File: src/shared/pci_cfg_pkg.sv
// constants and carrier types for the per-function identification and command registers
package pci_cfg_pkg;

    // configuration dword indices (byte offset / 4)
    localparam logic [5:0]  DW_IDENT         = 6'h00;   // vendor word low, identifier word high
    localparam logic [5:0]  DW_CONTROL       = 6'h01;   // command word low, status word high
    localparam logic [7:0]  OFS_IDENT        = 8'h02;   // byte offset of the identifier word
    localparam logic [7:0]  OFS_CONTROL      = 8'h04;   // byte offset of the command word

    // identifier value, arbitrary and neutral
    localparam logic [15:0] IDENT_VALUE      = 16'h5a01;

    // command word bit positions
    localparam int          BIT_IO_EN        = 0;
    localparam int          BIT_MEM_EN       = 1;
    localparam int          BIT_INIT_EN      = 2;
    localparam int          BIT_SPECIAL      = 3;
    localparam int          BIT_WR_INVAL     = 4;
    localparam int          BIT_PAL_SNOOP    = 5;
    localparam int          BIT_PAR_RESP     = 6;
    localparam int          BIT_SYS_ERR      = 8;
    localparam int          BIT_B2B_GEN      = 9;
    localparam int          BIT_INT_DISABLE  = 10;

    // status word bit position of the master data parity flag
    localparam int          BIT_MDPAR_FLAG   = 8;

    // writable bits of the command word; everything else reads zero
    localparam logic [15:0] CMD_WRITE_MASK   = 16'h0567;
    localparam logic [15:0] CMD_RESET        = 16'h0000;
    localparam logic [15:0] STATUS_RESET     = 16'h0000;
    localparam logic [15:0] VENDOR_READ      = 16'h0000;

    localparam int          NUM_FUNCS        = 2;

    // decoded command word of one function
    typedef struct packed {
        logic int_disable;
        logic system_error_driver_enable;
        logic parity_response_enable;
        logic palette_snoop;
        logic initiator_enable;
        logic mem_enable;
        logic io_enable;
    } cmd_fields_t;

    // one configuration request from the pci target logic
    typedef struct packed {
        logic        valid;
        logic        write;
        logic        func;
        logic [5:0]  dword;
        logic [3:0]  byte_en;
        logic [31:0] wdata;
    } cfg_req_t;

endpackage : pci_cfg_pkg

File: src/design/function_control_reg.sv
// command word storage of one pci function
`timescale 1ns/100ps

module function_control_reg
(
    // clock and reset
    input  wire logic                      i_clk,
    input  wire logic                      i_rst_n,
    // write strobe with byte enables for the low dword half
    input  wire logic                      i_wr,
    input  wire logic [1:0]                i_byte_en,
    input  wire logic [15:0]               i_wdata,
    // stored word and decoded fields
    output logic      [15:0]               o_word,
    output pci_cfg_pkg::cmd_fields_t       o_fields
);

    logic [15:0] cmd;
    logic [15:0] lane_mask;

    // merge only enabled lanes, and only bits that are writable
    assign lane_mask = {{8{i_byte_en[1]}}, {8{i_byte_en[0]}}} & pci_cfg_pkg::CMD_WRITE_MASK;

    // hardwired and reserved bits never leave zero since the mask keeps them out
    always_ff @(posedge i_clk or negedge i_rst_n)
    begin
        if (!i_rst_n)
            cmd <= pci_cfg_pkg::CMD_RESET;
        else if (i_wr)
            cmd <= (cmd & ~lane_mask) | (i_wdata & lane_mask);
    end

    assign o_word = cmd;

    // field decode
    always_comb
    begin
        o_fields.int_disable                = cmd[pci_cfg_pkg::BIT_INT_DISABLE];
        o_fields.system_error_driver_enable = cmd[pci_cfg_pkg::BIT_SYS_ERR];
        o_fields.parity_response_enable     = cmd[pci_cfg_pkg::BIT_PAR_RESP];
        o_fields.palette_snoop              = cmd[pci_cfg_pkg::BIT_PAL_SNOOP];
        o_fields.initiator_enable           = cmd[pci_cfg_pkg::BIT_INIT_EN];
        o_fields.mem_enable                 = cmd[pci_cfg_pkg::BIT_MEM_EN];
        o_fields.io_enable                  = cmd[pci_cfg_pkg::BIT_IO_EN];
    end

endmodule : function_control_reg

File: src/design/pci_function_command_config.sv
// identification word and per-function command registers of a two-function pci device
`timescale 1ns/100ps

module pci_function_command_config
(
    // clock and reset
    input  wire logic                      i_clk,
    input  wire logic                      i_rst_n,
    // configuration request from the pci target logic
    input  wire pci_cfg_pkg::cfg_req_t     i_cfg,
    // configuration answer
    output logic                           o_cfg_ack,
    output logic [31:0]                    o_cfg_rdata,
    // per-function decode hits and requests from the bus logic
    input  wire logic [1:0]                i_io_hit,
    input  wire logic [1:0]                i_mem_hit,
    input  wire logic [1:0]                i_palette_write,
    input  wire logic [1:0]                i_bus_req,
    input  wire logic [1:0]                i_irq,
    input  wire logic [1:0]                i_was_master,
    // shared parity events from the bus logic
    input  wire logic                      i_addr_parity_err,
    input  wire logic                      i_data_parity_err,
    input  wire logic                      i_perr_seen,
    // gated outputs to the bus logic
    output logic [1:0]                     o_io_claim,
    output logic [1:0]                     o_mem_claim,
    output logic [1:0]                     o_palette_snoop,
    output logic [1:0]                     o_bus_req,
    output logic [1:0]                     o_intx_req,
    output logic                           o_special_claim,
    output logic                           o_back_to_back,
    output logic                           o_write_invalidate,
    // error pins, active-low open drain, enable high while pulling low
    output logic                           o_serr_oe,
    output logic                           o_perr_oe
);

    logic [15:0]                 cmd_word [pci_cfg_pkg::NUM_FUNCS];
    pci_cfg_pkg::cmd_fields_t    fields   [pci_cfg_pkg::NUM_FUNCS];
    logic [1:0]                  cmd_wr;
    logic [1:0]                  master_data_parity_flag;
    logic [1:0]                  flag_clear;
    logic [1:0]                  flag_set;
    logic                        serr_any;
    logic                        perr_any;
    logic [1:0]                  status_lanes;

    // byte lanes 0 and 1 of a dword
    function automatic logic [1:0] low_lanes(input logic [3:0] be);
        low_lanes = be[1:0];
    endfunction : low_lanes

    function automatic logic [1:0] high_lanes(input logic [3:0] be);
        high_lanes = be[3:2];
    endfunction : high_lanes

    // write decode, one command register per function
    always_comb
    begin
        cmd_wr = 2'b00;
        if (i_cfg.valid && i_cfg.write && i_cfg.dword == pci_cfg_pkg::DW_CONTROL)
            cmd_wr[i_cfg.func] = 1'b1;
    end

    // command registers; the identifier word has no storage at all, so writes cannot touch it
    for (genvar f = 0; f < pci_cfg_pkg::NUM_FUNCS; f++)
    begin : g_func
        function_control_reg u_cmd
        (
            .i_clk     (i_clk),
            .i_rst_n   (i_rst_n),
            .i_wr      (cmd_wr[f]),
            .i_byte_en (low_lanes(i_cfg.byte_en)),
            .i_wdata   (i_cfg.wdata[15:0]),
            .o_word    (cmd_word[f]),
            .o_fields  (fields[f])
        );
    end

    // shared error enables seen by both functions
    assign serr_any = fields[0].system_error_driver_enable | fields[1].system_error_driver_enable;
    assign perr_any = fields[0].parity_response_enable | fields[1].parity_response_enable;

    // byte lanes of the status half; a function result cannot be indexed directly
    assign status_lanes = high_lanes(i_cfg.byte_en);

    // master data parity flag: write one to clear on the status half, set wins over clear
    always_comb
    begin
        flag_clear = 2'b00;
        flag_set   = 2'b00;
        for (int f = 0; f < pci_cfg_pkg::NUM_FUNCS; f++)
        begin
            flag_set[f] = i_perr_seen & i_was_master[f] & fields[f].parity_response_enable;
        end
        if (i_cfg.valid && i_cfg.write && i_cfg.dword == pci_cfg_pkg::DW_CONTROL
            && status_lanes[1] && i_cfg.wdata[16 + pci_cfg_pkg::BIT_MDPAR_FLAG])
            flag_clear[i_cfg.func] = 1'b1;
    end

    always_ff @(posedge i_clk or negedge i_rst_n)
    begin
        if (!i_rst_n)
            master_data_parity_flag <= 2'b00;
        else
            master_data_parity_flag <= flag_set | (master_data_parity_flag & ~flag_clear);
    end

    // configuration read and acknowledge, one cycle after the request
    always_ff @(posedge i_clk or negedge i_rst_n)
    begin
        if (!i_rst_n)
        begin
            o_cfg_ack   <= 1'b0;
            o_cfg_rdata <= 32'h00000000;
        end
        else
        begin
            o_cfg_ack <= i_cfg.valid;
            if (i_cfg.valid && !i_cfg.write)
            begin
                case (i_cfg.dword)
                    pci_cfg_pkg::DW_IDENT:
                        o_cfg_rdata <= {pci_cfg_pkg::IDENT_VALUE, pci_cfg_pkg::VENDOR_READ};
                    pci_cfg_pkg::DW_CONTROL:
                        o_cfg_rdata <= {(pci_cfg_pkg::STATUS_RESET
                                         | (16'(master_data_parity_flag[i_cfg.func])
                                            << pci_cfg_pkg::BIT_MDPAR_FLAG)),
                                        cmd_word[i_cfg.func]};
                    default:
                        o_cfg_rdata <= 32'h00000000;   // other dwords lie outside this block
                endcase
            end
        end
    end

    // target claims gated by the space enables; palette writes under snoop leave the io claim off, the memory claim is not affected
    always_ff @(posedge i_clk or negedge i_rst_n)
    begin
        if (!i_rst_n)
        begin
            o_io_claim      <= 2'b00;
            o_mem_claim     <= 2'b00;
            o_palette_snoop <= 2'b00;
        end
        else
        begin
            for (int f = 0; f < pci_cfg_pkg::NUM_FUNCS; f++)
            begin
                o_io_claim[f]      <= i_io_hit[f] & fields[f].io_enable
                                      & ~(i_palette_write[f] & fields[f].palette_snoop);
                o_mem_claim[f]     <= i_mem_hit[f] & fields[f].mem_enable;
                o_palette_snoop[f] <= i_palette_write[f] & fields[f].palette_snoop;
            end
        end
    end

    // initiator requests and interrupt requests
    always_ff @(posedge i_clk or negedge i_rst_n)
    begin
        if (!i_rst_n)
        begin
            o_bus_req  <= 2'b00;
            o_intx_req <= 2'b00;
        end
        else
        begin
            for (int f = 0; f < pci_cfg_pkg::NUM_FUNCS; f++)
            begin
                o_bus_req[f]  <= i_bus_req[f] & fields[f].initiator_enable;
                o_intx_req[f] <= i_irq[f] & ~fields[f].int_disable;
            end
        end
    end

    // hardwired capabilities: never asserted, kept as flops so outputs stay registered
    always_ff @(posedge i_clk or negedge i_rst_n)
    begin
        if (!i_rst_n)
        begin
            o_special_claim    <= 1'b0;
            o_back_to_back     <= 1'b0;
            o_write_invalidate <= 1'b0;
        end
        else
        begin
            o_special_claim    <= 1'b0;
            o_back_to_back     <= 1'b0;
            o_write_invalidate <= 1'b0;
        end
    end

    // error pins; address parity needs both shared enables, data parity only the parity enable
    always_ff @(posedge i_clk or negedge i_rst_n)
    begin
        if (!i_rst_n)
        begin
            o_serr_oe <= 1'b0;
            o_perr_oe <= 1'b0;
        end
        else
        begin
            o_serr_oe <= i_addr_parity_err & serr_any & perr_any;
            o_perr_oe <= i_data_parity_err & perr_any;
        end
    end

endmodule : pci_function_command_config

File: config.mk
export PLATFORM = sky130hd
export DESIGN_NAME = pci_function_command_config
export DESIGN_NICKNAME = d
export VERILOG_FILES = /design/src/shared/pci_cfg_pkg.sv /design/src/design/function_control_reg.sv /design/src/design/pci_function_command_config.sv
export SDC_FILE = /design/constraint.sdc
export NUM_CORES = 1
export LEC_CHECK = 0
export ABC_CLOCK_PERIOD_IN_PS = 800
export BUFFER_PORTS_ARGS = -buffer_cell sky130_fd_sc_hd__buf_4
export CAP_MARGIN = 15
export CORE_ASPECT_RATIO = 1.75
export CORE_UTILIZATION = 40
export CTS_BUF_LIST = sky130_fd_sc_hd__clkbuf_8
export DETAILED_ROUTE_END_ITERATION = 6
export GPL_TIMING_DRIVEN = 0
export PLACE_DENSITY = 0.82
export SYNTH_ARGS = -nofsm -noshare
export SYNTH_HDL_FRONTEND = slang
export SYNTH_SLANG_ARGS = --single-unit
File: constraint.sdc
create_clock -name i_clk -period 0.8 [get_ports i_clk]
set_input_delay 0.04 -clock i_clk [delete_from_list [all_inputs] [get_ports i_clk]]
set_output_delay 0.04 -clock i_clk [all_outputs]
set_load 0.01 [all_outputs]
Yosys cells after proc, flatten, opt, wreduce, memory -nomap -nowiden
Cells that the tools add are included.

Logic and storage cells: 69. RAM bits: 0. Output and inout port bits: 48. Memories kept: 0. Bits of input ports: 62. Register bits after elaboration: 79. Memory bits (read-only): 0. Latch bits: 0.

$lt $le $gt $ge: 3. Shift-type cells: 0. Divide/modulo/power cells: 0. Muxes and demuxes: 10. Multipliers: 0. $add $sub $neg: 0. Equality and inequality tests: 1. Reduce and logical (&&, ||, !) cells: 8. Bitwise operators: 35.

Operator list (number): $pmux 31 s2 (1); $mux 16 (3); $and 16x16->16 (2); $or 16x16->16 (2); $and 1x1->1 (19); $and 16x11->16 (1); $not 11->16 (1); $eq 6x1->1 const B (1); $logic_and 1x1->1 (6); $logic_not 6->1 (1); $mux 2 (2); $not 1->1 (4); $mux 1 (3); $and 2x2->2 (1); $ge 2x2->1 const B (1); $lt 1x2->1 const B (1); $not 1->2 (1); $not 2->2 (1); $or 1x1->1 (2); $or 2x2->2 (1); $demux 1 s1 (1); $ge 1x1->1 const B (1); $logic_not 1->1 (1).

Longest topological paths before layout
Gate-level depths: netlist (run 1).

Word-level depth: 8. Mapped depth: 5. Gate-level depth less buffers: 3.

Hierarchy
Synthesis (run 1) repeated with hierarchy kept, for this count alone.

Cells, all modules: 208. Area total of the unflattened synthesis: 2401.1 um^2.

Modules (own cells, without submodules): pci_function_command_config (sequential area each 825.8 um^2, cells each 142, area each 1625.3 um^2, times used 1); function_control_reg (sequential area each 175.2 um^2, cells each 33, area each 387.9 um^2, times used 2).

Least setup slack after synthesis (run 1)
OpenSTA, ideal clock, no wires.

Path kind: input to register. Start point: input port i_cfg[41] (netlist name). End point: register o_cfg_rdata[0]. Arrival time: 1291 ps. Stages on the path: 4. Data required time: 708 ps. Buffers on the path: 1. Slack: -583 ps. Setup time: 92 ps. Cell sequence: or4_1 -> or3b_1 -> buf_2 -> o31ai_2.

Word-level cells in the longest chain between the ends: 2. Elaborated cells on any way between the ends: 3. Classes of those cells: 1 x eq/ne; 1 x mux; 1 x reduce/logical.

Ends and longest elaborated chain: start: declaration (RTL line pci_function_command_config.sv:10) `input wire pci_cfg_pkg::cfg_req_t i_cfg,`; $eq 6x1->1 or $logic_not 6->1 (tied branches) (RTL line pci_function_command_config.sv:123) `case (i_cfg.dword)`; $pmux 31 s2 * (RTL line pci_function_command_config.sv:123); end signal: assignment (RTL line pci_function_command_config.sv:125) `o_cfg_rdata <= {pci_cfg_pkg::IDENT_VALUE, pci_cfg_pkg::VENDOR_READ};`; end signal: assignment (RTL line pci_function_command_config.sv:127) `o_cfg_rdata <= {(pci_cfg_pkg::STATUS_RESET`; end: declaration (RTL line pci_function_command_config.sv:13) `output logic [31:0] o_cfg_rdata,`.

Mark *: on every way between the ends. The rest lies on a longest branch, timed or not. A chain may end at the register's enable or synchronous reset.

Final worst setup path (run 1)
Start point: input port i_cfg[41] (netlist name). End point: register o_cfg_rdata[2].

Same word-level chain as after synthesis.

==> metrics.md, run 1 <==
| Metric | Value |
|---|---|
| Final-report hold violation count | `1` |
| Worst Path Max Fanout | `8` |
| Vias in the first global route | `roughly 1400` |
| Vias | `around 1400` |
| Syn avg cell area | `12.79 µm²` |
| First-pass GRT wire length | `just over 6000 µm` |
| Core ar. | `4150 µm²` |
| Leakage power total | `about 1.5 nW` |
| Worst VDD drop | `approximately 0.0013 V` |
| Final Slew Violations | `0` |
| Die ar. | `around 4700 µm²` |
| Period utilisation layout | `1.487` |
| YS warnings | `0` |
| Drt pass-1 iters | `4` |
| Worst setup path start | `i_cfg[41]` |
| Num CTS Buffers | `5` |
| Overall Global Routing Usage | `0.1866` |
| Clock Path Buffers | `2` |
| Min Clock Period, post-route | `about 1.2 ns` |
| Max Clock Freq | `about 0.84 GHz` |
| Status | `complete, but fails checks` |
| Layout Area Growth over Synthesis | `67.86%` |
| # nets final | `322` |
| Hold Crit Depth | `2` |
| Clk_lat worst skew | `around 0.29 ns` |
| Crit. End Element | `flip-flop` |
| Setup violations, final | `50` |
| Dpl cells | `between 200 and 300` |
| IO Pins | `between 100 and 150` |
| Area after DPL | `2379 µm²` |
| # DRC | `0` |
| Root Buffer | `clkbuf_8` |
| Reg clk slew, reported paths | `~0.07 ns` |
| CP Class | `in2reg` |
| Final Skew | `roughly 0.0057 ns` |
| H-tree levels | `2` |
| Non-Filler Instances | `310` |
| RSZ-0062 raised after global routing | `yes` |
| DR WL/cell | `between 10 and 15 µm` |
| Yosys cell types | `25` |
| Total of max-cap violations | `0` |
| Final core utilization | `0.7085` |
| Min-delay worst type | `in2reg` |
| Fin Hold WS | `-0.05203 ns` |
| CP Data Arrival Time | `1.40 ns` |
| Hold Crit Start | `i_cfg[36]` |
| Gpl congestion | `between 0.7 and 0.8` |
| Required time worst endpoint | `around 1.0 ns` |
| Total gr overflow | `0` |
| Post-synthesis sequential area ratio | `0.5429` |
| Die height | `about 90 µm` |
| Gate Count Post-Synth | `between 100 and 150` |
| Inserted Diodes | `0` |
| Largest net degree at the start of global routing | `39` |
| Routed WL | `between 3000 and 4000 µm` |
| CTS Hold Bufs | `21` |
| Setup_tns | `-7.165 ns` |
| Fin area | `2940 µm²` |
| CTS tree | `yes` |
| Initial antenna violation count | `0` |
| Initial core utilization | `0.4221` |
| PnR worst setup slack | `-0.3897 ns` |
| I/O Buffers | `62` |
| Worst reg-to-reg path cell count | `2` |
| FILL cells | `306` |
| Starting DRT DRC Count | `24` |
| Die W | `between 50 and 60 µm` |
| Detail Route Antenna Nets | `0` |
| Vias per inst | `between 4 and 5` |
| Power density cells | `1350 nW/µm²` |
| Synthesized area | `approximately 1800 µm²` |
| Hpwl dp | `around 2700 µm` |
| Failing checks | `hold timing, setup timing` |
| Critical path startpoint category | `input port` |
| Yosys reg bits | `38` |
| Row Count | `31` |
| Clock sink count | `38` |
| Share of cells above drive strength 1 | `0.5326` |
## Yosys cell counts, drive strengths merged
cell | count | area [µm²]
nand2 | 11 | 41.29
clkbuf | 2 | 7.510
nand4 | 3 | 18.77
and2 | 7 | 43.80
and4bb | 1 | 12.51
nand2b | 1 | 6.260
dfrtp | 38 | 950.9
nor2b | 2 | 12.51
a32o | 2 | 20.02
o31ai | 8 | 100.1
nand4b | 3 | 26.28
or3b | 1 | 8.760
o21a | 1 | 7.510
mux2 | 14 | 157.7
mux2i | 8 | 80.08
buf | 28 | 203.9
nor2 | 2 | 7.510
o221a | 1 | 11.26
o41ai | 1 | 8.760
conb | 1 | 3.750
nor4b | 1 | 15.01
or4 | 1 | 7.510
## path summary, 6_finish.rpt
kind                                               end  slack [ns]
max                         o_cfg_rdata[2]$_DFFE_PN0P_       -0.39
min                        o_cfg_rdata[28]$_DFFE_PN0P_       -0.05
max reg2reg                 o_cfg_rdata[8]$_DFFE_PN0P_       -0.10
min reg2reg                    o_intx_req[0]$_DFF_PN0_        0.46
max in group asynchronous  o_cfg_rdata[28]$_DFFE_PN0P_        0.21
min in group asynchronous      o_intx_req[0]$_DFF_PN0_        0.24
## worst max-delay path, stage by stage
cell and delay, ns:
buf_6 0.09, or4_4 0.53, or3b_1 0.40, buf_6 0.17, o31ai_2 0.17
## kinds of logic after synthesis
group                  after synthesis  synth area share
DFF                                 38            0.5429
other                                1          0.002141
and+or+nand+nor                     33            0.1143
AOI/OAI and AO/OA                   13           0.08429
muxes                               22            0.1357
buffers and inverters               30            0.1207
## per-layer routing
metal | GRT usage | vias up | wire [µm]
met5 | 0 | - | 0
met4 | 0.09582 | 0 | 84
met3 | 0.03571 | 8 | 172
met2 | 0.3531 | 45 | 2339
met1 | 0.1848 | 654 | 1345
li1 | - | 678 | -
## where the power goes
group / internal [W] / switching (W) / leakage [nW]
logic: 0.000373 / 0.000243 / 0.961
registers: 0.00197 / 0.0000349 / 0.519
clock network: 0.000692 / 0.000654 / 0.0472
## cell usage in the layout, fill, tap and decap left out, types with 2 or more instances in the layout
cell type      netlist  layout
and2_1               6       6
dfrtp_1             38      37
o31ai_2              8       6
clkbuf_2             0       2
nand4b_1             3       3
nand4_1              3       3
buf_4               26      62
o31ai_4              0       2
dlygate4sd3_1        0      21
clkbuf_8             0       6
mux2_2              14      13
conb_1               1      22
nor2b_1              2       2
a32o_1               2       2
mux2i_1              8       8
nor2_1               2       2
nand2_1             11      11
buf_6                0      39
## area by class of cell
| type | count | area, µm² | area share |
|---|---|---|---|
| Tap cell | 49 | 61.31 | 0.02085 |
| Clock buffer | 6 | 82.58 | 0.02809 |
| Multi-Input combinational cell | 90 | 701.9 | 0.2387 |
| Sequential cell | 38 | 952.2 | 0.3238 |
| Buffer | 30 | 236.5 | 0.08043 |
| Timing Repair Buffer | 95 | 893.4 | 0.3038 |
| Clock inverter | 2 | 12.51 | 0.004255 |
## metrics by stage
step	setup slack, ns	power, W
2_1_floorplan	-0.5322	0.002284
3_3_place_gp	-0.6771	0.002522
3_5_place_dp	-0.7155	0.002530
4_1_cts	-0.3555	0.003986
5_1_grt	-0.4377	0.004153
6_report	-0.3897	0.003969
## timing repair
action                                  in CTS  in global routing
buffers inserted                            10                  2
endpoints found under the hold margin       65                  1
resized for setup                           42                  2
endpoints found under the setup margin      52                 52
pin swaps                                    8                  2
No activity file was read; power rests on OpenSTA's default activity.
==> run 2: changes to the inputs <==
--- a/config.mk
+++ b/config.mk
@@ -13,7 +13,7 @@
 export CTS_BUF_LIST = sky130_fd_sc_hd__clkbuf_8
 export DETAILED_ROUTE_END_ITERATION = 6
 export GPL_TIMING_DRIVEN = 0
-export PLACE_DENSITY = 0.82
+export PLACE_DENSITY = 0.79
 export SYNTH_ARGS = -nofsm -noshare
 export SYNTH_HDL_FRONTEND = slang
 export SYNTH_SLANG_ARGS = --single-unit
==> run 2 against run 1 <==
Against the previous run:
- the run still ends with hold timing, setup timing left
- global-route usage fell by 0.80 points
- sequential share of layout area grew 1.1 points
- register-to-register slack improved by 0.04 ns
- clock power fell by 12%
- sequential power about the same
- clock skew down 0.0027 ns
- routed wire length decreased by 4.0%
- fmax rose by 2.3%
- power fell by 4.5%
- design area is 3.3% lower
- largest power group unchanged
==> metrics.md, run 2 (synthesis results as in run 1) <==
| Metric | Value |
|---|---|
| Combinational Power Share | `0.157` |
| Die W | `~52 µm` |
| Period utilisation layout | `1.454` |
| Initial core utilization | `0.4221` |
| CTS Hold Bufs | `19` |
| CP max stage cell | `or4_4` |
| Setup violations, final | `52` |
| Pint | `between 0.002 and 0.003 W` |
| Min-delay worst type | `in2reg` |
| Crit. End Element | `flip-flop` |
| Die height | `just under 90 µm` |
| Core ar. | `~4200 µm²` |
| Power density cells | `between 1000 and 1500 nW/µm²` |
| Fin Hold WS | `-0.03754 ns` |
| Initial antenna violation count | `0` |
| First-pass GRT wire length | `approximately 6100 µm` |
| Status | `complete, but fails checks` |
| Dpl cells | `roughly 270` |
| Vias | `~1400` |
| Failing checks | `hold timing, setup timing` |
| Required time worst endpoint | `1.00 ns` |
| Total of max-cap violations | `0` |
| H-tree levels | `2` |
| Vias per inst | `4.489` |
| Switching power | `between 0.0008 and 0.0009 W` |
| Routed WL | `3783 µm` |
| Max Clock Freq | `0.8597 GHz` |
| Clk_lat worst skew | `around 0.28 ns` |
| IO Pins | `110` |
| # DRC | `0` |
| Detail Route Antenna Nets | `0` |
| Clock Path Buffers | `2` |
| CP Data Arrival Time | `~1.4 ns` |
| Leakage power total | `about 1.5 nW` |
| Starting DRT DRC Count | `12` |
| Die ar. | `approximately 4700 µm²` |
| # nets final | `318` |
| Non-Filler Instances | `between 300 and 400` |
| Leading cell type in the layout, fill and taps excluded | `buf_4` |
| Critical path startpoint category | `input port` |
| Final Skew | `0.002995 ns` |
| Flop pwr share | `0.530` |
| Inserted Diodes | `0` |
| Switching part of the total | `0.2302` |
| Setup_tns | `-6.005 ns` |
| Layout Area Growth over Synthesis | `62.29%` |
| Clock Power Share | `0.314` |
| Slowest stage delay, CP | `around 0.53 ns` |
| Critical path, cell by cell | `buf_6 -> or4_4 -> or3b_4 -> o31ai_2` |
| I/O Buffers | `62` |
| Share of cells above drive strength 1 | `0.5273` |
| Min Clock Period, post-route | `approximately 1.2 ns` |
| PnR worst setup slack | `-0.3632 ns` |
| CP Class | `in2reg` |
| Num CTS Buffers | `5` |
| Row Count | `31` |
| Overall Global Routing Usage | `0.1786` |
| Worst reg-to-reg path cell count | `2` |
| Vias in the first global route | `1416` |
| Largest net degree at the start of global routing | `39` |
| Final-report hold violation count | `1` |
| Worst Path Max Fanout | `8` |
| Root Buffer | `clkbuf_8` |
| Drt pass-1 iters | `4` |
| Clock sink count | `38` |
| RSZ-0062 raised after global routing | `yes` |
| Gpl congestion | `about 0.72` |
| Worst VDD drop | `about 0.0011 V` |
| DR WL/cell | `~12 µm` |
| CTS tree | `yes` |
| Reg clk slew, reported paths | `roughly 0.06 ns` |
| Final Slew Violations | `0` |
| Total gr overflow | `0` |
| Most frequent cells in the layout | `69 x buf_4, 38 x dfrtp_1, 28 x buf_6, 22 x conb_1, 19 x dlygate4sd3_1` |
| Hold Crit Depth | `2` |
==> run 2: cell types whose count changed in the layout (fill, tap and decap cells not counted), moves of 2 or more <==
cell / delta
buf_6: -11
buf_4: +7
buf_8: +2
dlygate4sd3_1: -2
o31ai_2: +2
o31ai_4: -2
==> run 2: worst paths after layout <==
kind / start / end / slack [ns]
max: i_cfg[41] / o_cfg_rdata[24]$_DFFE_PN0P_ / -0.36
min: i_cfg[36] / o_cfg_rdata[28]$_DFFE_PN0P_ / -0.04
max reg2reg: flip-flop / o_cfg_rdata[6]$_DFFE_PN0P_ / -0.06
min reg2reg: flip-flop / o_intx_req[1]$_DFF_PN0_ / 0.46
max in group asynchronous: i_rst_n / o_cfg_rdata[8]$_DFFE_PN0P_ / 0.20
min in group asynchronous: i_rst_n / async pin / 0.26
==> run 2: critical path: cells and delay by family <==
family | cells | cell delay (ns)
AND/OR/NAND/NOR | 2 | 1.00
AO/OA/AOI/OAI | 1 | 0.22
buffers and inverters | 1 | 0.09
==> run 2: power groups by stage <==
stage / Sequential, W / Clock [W] / Combinational [W]
after floorplan: 0.00204 / 0 / 0.000243
after global placement: 0.00204 / 0 / 0.000483
after detailed placement: 0.00204 / 0 / 0.000491
after CTS: 0.00201 / 0.00124 / 0.000593
after global routing: 0.00201 / 0.00132 / 0.000647
final: 0.00201 / 0.00119 / 0.000593
==> run 2: layer usage <==
| metal | GRT usage | wire (µm) | share of wire | vias to the layer above |
|---|---|---|---|---|
| met2 | 0.3357 | 2235 | 0.59 | 47 |
| met4 | 0.1106 | 98 | 0.026 | 0 |
| met5 | 0 | 0 | 0 | - |
| met3 | 0.03231 | 168 | 0.044 | 9 |
| met1 | 0.1720 | 1281 | 0.34 | 646 |
| li1 | - | - | - | 667 |
==> run 2: final cells by class <==
class	count	area, µm²
Tap cell	49	61.31
Buffer	29	214.0
Sequential cell	38	950.9
Clock buffer	5	68.82
Clock inverter	2	10.01
Multi-Input combinational cell	90	683.2
Timing Repair Buffer	92	854.6
Fill cell	332	1308
==> run 2: through the flow <==
step / worst slack, ns / power, W / util / instance area [µm²]
floorplan: -0.5322 / 0.002284 / - / 1852
global placement: -0.6887 / 0.002522 / 0.5731 / 2379
detailed placement: -0.7061 / 0.002532 / 0.5731 / 2379
CTS: -0.3890 / 0.003835 / 0.6862 / 2848
global route: -0.3874 / 0.003978 / 0.6850 / 2843
finish: -0.3632 / 0.003790 / 0.6850 / 2843
==> run 2: what timing repair did <==
item / CTS / global route
pin swaps: 9 / 3
gates resized for setup: 32 / 2
setup endpoints to repair: 52 / 52
hold endpoints to repair: 62 / 1
gates cloned: 0 / 0
setup buffers: 11 / 0
==> run 3: changes to the inputs <==
--- a/config.mk
+++ b/config.mk
@@ -5,15 +5,17 @@
 export SDC_FILE = /design/constraint.sdc
 export NUM_CORES = 1
 export LEC_CHECK = 0
+export ABC_AREA = 1
 export ABC_CLOCK_PERIOD_IN_PS = 800
 export BUFFER_PORTS_ARGS = -buffer_cell sky130_fd_sc_hd__buf_4
 export CAP_MARGIN = 15
 export CORE_ASPECT_RATIO = 1.75
-export CORE_UTILIZATION = 40
+export CORE_UTILIZATION = 41
 export CTS_BUF_LIST = sky130_fd_sc_hd__clkbuf_8
 export DETAILED_ROUTE_END_ITERATION = 6
 export GPL_TIMING_DRIVEN = 0
 export PLACE_DENSITY = 0.79
+export SETUP_SLACK_MARGIN = 0.02
 export SYNTH_ARGS = -nofsm -noshare
 export SYNTH_HDL_FRONTEND = slang
 export SYNTH_SLANG_ARGS = --single-unit
==> run 3 against run 2 <==
Against the previous run:
- the flow finishes with violations (setup timing)
- worst setup slack gained 0.15 ns
- power grew 12%
- count of clock-buffer cells in the layout is the same
- synthesized cell count rose by 47%
- via count rose by 25%
- sequential share of layout area down 2.1 points
- cell count grew 21%
- die area increased by 4.3%
- design area increased by 6.7%
- critical path type is now reg2out
==> metrics.md, run 3 <==
| Metric | Value |
|---|---|
| Core ar. | `4404 µm²` |
| Final Skew | `between 0.004 and 0.005 ns` |
| Critical path startpoint category | `flip-flop` |
| Layout Area Growth over Synthesis | `61.88%` |
| Synth Flop Type | `dfrtp_1` |
| Vias per inst | `between 4 and 5` |
| PnR worst setup slack | `-0.2092 ns` |
| # nets final | `380` |
| Crit-path leading delay family | `flip-flops` |
| Count leader, synth | `nand2_1` |
| First-pass GRT wire length | `around 7300 µm` |
| Min-delay worst type | `in2reg` |
| DR WL/cell | `11.91 µm` |
| CP Buf/Inv Count | `2` |
| Required time worst endpoint | `0.76 ns` |
| Share of cells above drive strength 1 | `0.4357` |
| H-tree levels | `2` |
| Num CTS Buffers | `5` |
| CP max stage cell | `dfrtp_2` |
| Period utilisation layout | `1.262` |
| Min Clock Period, post-route | `slightly above 1 ns` |
| RSZ-0062 raised after global routing | `yes` |
| Hpwl dp | `3066 µm` |
| Worst Path Max Fanout | `6` |
| Largest family of logic cells by synthesized area | `simple AND/OR/NAND/NOR gates` |
| Gpl congestion | `between 0.7 and 0.8` |
| Leakage power total | `approximately 1.6 nW` |
| Vias in the first global route | `roughly 1700` |
| Compound-Gate Fraction of Synth Area | `0.08278` |
| Routed WL | `4407 µm` |
| Total Power | `about 0.0043 W` |
| Syn avg cell area | `around 9.3 µm²` |
| Yosys reg bits | `38` |
| Crit. End Element | `output pin` |
| Slowest stage delay, CP | `around 0.43 ns` |
| Overall Global Routing Usage | `0.2031` |
| Dpl cells | `approximately 340` |
| Worst VDD drop | `~0.0015 V` |
| Root Buffer | `clkbuf_8` |
| Max Clock Freq | `0.9908 GHz` |
| Commonest cells in the netlist | `44 x nand2_1, 38 x dfrtp_1, 27 x buf_4` |
| Die height | `approximately 90 µm` |
| Final core utilization | `0.6889` |
| Fin Hold WS | `around 0.007 ns` |
| Synth top area share | `0.5073` |
| Drt pass-1 iters | `4` |
| Final Slew Violations | `0` |
| Final-report hold violation count | `0` |
| Total gr overflow | `0` |
| FILL cells | `between 300 and 400` |
| Non-Filler Instances | `370` |
| CTS tree | `yes` |
| Inserted Diodes | `0` |
| Die W | `53.11 µm` |
| Synth Area in Adders | `0` |
| Synth Area in XOR/XNOR | `0` |
| Gate Count Post-Synth | `between 200 and 250` |
| Initial core utilization | `0.4256` |
| Critical path, cell by cell | `buf_4 -> buf_6` |
| CP Data Arrival Time | `0.97 ns` |
| Number of synthesized flops with an enable pin | `0` |
| Synth area leader | `dfrtp_1` |
| # DRC | `0` |
| Clock Path Buffers | `2` |
| I/O Buffers | `slightly above 60` |
| Status | `complete, but fails checks` |
| Reg clk slew, reported paths | `0.07 ns` |
| Setup_tns | `-2.306 ns` |
| Ys async rst share | `1.000` |
| Yosys cell types | `21` |
| CP Class | `reg2out` |
| Starting DRT DRC Count | `between 50 and 60` |
| Vias | `between 1500 and 2000` |
| Multiplexer share of the synthesized area | `0` |
| Failing checks | `setup timing` |
| Row Count | `32` |
| YS warnings | `0` |
| IO Pins | `between 100 and 150` |
| Die ar. | `between 4000 and 5000 µm²` |
| Most frequent cells in the layout | `69 x buf_4, 38 x nand2_1, 37 x dfrtp_1, 31 x buf_6, 22 x conb_1` |
| Power density cells | `~1400 nW/µm²` |
| Post-Synth Simple-Gate Area | `0.2503` |
| Clock sink count | `38` |
| Synth top area cells | `dfrtp_1 51%, buf_4 11%, nand2_1 8.8%` |
| Reg2Reg Setup Slack | `-0.11 ns` |
| Synthesized area | `roughly 1900 µm²` |
| Clk_lat worst skew | `roughly 0.29 ns` |
| Initial antenna violation count | `0` |
| Post-synthesis sequential area ratio | `0.5073` |
| Setup violations, final | `34` |
| Largest net degree at the start of global routing | `39` |
| Detail Route Antenna Nets | `0` |
| Total of max-cap violations | `0` |
| Leading cell type in the layout, fill and taps excluded | `buf_4` |
-- run 3: cell count changes after synthesis, sizes merged, moves of 8 or more --
cell    delta
o21ai     +19
o31ai      -8
inv       +14
o211ai     +8
nand2     +33
or2        +8
nor2      +11
mux2      -14
mux2i      -8
nand4     +17
-- run 3: tightest hold or removal path, cell delays in order --
cell and delay, ns:
buf_4 0.08, nand4_1 0.08, nand2_1 0.06
-- run 3: metrics by stage --
stage | worst slack [ns] | cell area [µm²]
5_1_grt | -0.2437 | 3034
3_3_place_gp | -0.2240 | 2516
6_report | -0.2092 | 3034
2_1_floorplan | -0.07179 | 1994
3_5_place_dp | -0.2354 | 2516
4_1_cts | -0.2224 | 2958
-- run 3: cells by family (layout without fill, tap and decap cells) --
kind of cell           Yosys count  count (layout)
DFF                             38              38
AOI/OAI and AO/OA               27              27
and+or+nand+nor                 89              89
buffers and inverters           47             143
other                            1              22
-- run 3: report_power, final --
group | switching [W] | internal [W] | total [W]
clock network | 0.000636 | 0.000906 | 0.00154
logic | 0.000323 | 0.000385 | 0.000707
registers | 0.0000358 | 0.00197 | 0.00201
total | 0.000995 | 0.00327 | 0.00426
-- run 3: repair_timing --
item | in CTS | in global routing
cloned | 0 | 0
hold endpoints to repair | 53 | 0
pin swaps | 8 | 4
setup buffers | 8 | 4
endpoints found under the setup margin | 36 | 52
resized for setup | 29 | 19
hold buffers | 17 | 0
-- run 3: worst paths after layout --
kind                                             start                            to  depth (start not counted)
setup / recovery           o_cfg_rdata[28]$_DFFE_PN0P_               o_cfg_rdata[27]                          2
hold / removal                                i_cfg[8]                     flip-flop                          3
setup reg to reg                             flip-flop   o_cfg_rdata[10]$_DFFE_PN0P_                          3
hold reg to reg                              flip-flop       o_intx_req[1]$_DFF_PN0_                          1
max in group asynchronous                      i_rst_n   o_cfg_rdata[28]$_DFFE_PN0P_                          2
min in group asynchronous                      i_rst_n  o_palette_snoop[0]$_DFF_PN0_                          2
-- run 3: layout make-up --
| class | instances | area [µm²] | share of cell area |
|---|---|---|---|
| repair buffers | 88 | 812.0 | 0.2676 |
| flip-flops and latches | 38 | 952.2 | 0.3138 |
| clock buffers | 5 | 68.82 | 0.02268 |
| plain buffers | 32 | 239.0 | 0.07876 |
| well taps | 51 | 63.81 | 0.02103 |
| multi-input cells | 138 | 798.3 | 0.2631 |
| clock inverters | 3 | 37.54 | 0.01237 |
| inverters | 15 | 62.56 | 0.02062 |
-- run 3: per-layer routing --
metal	wire (µm)	GRT usage	share of wire	vias to the layer above
met3	212	0.02513	0.048	6
met1	1633	0.2185	0.37	783
li1	-	-	-	859
met2	2482	0.3766	0.56	62
met4	78	0.07895	0.018	0
met5	0	0	0	-
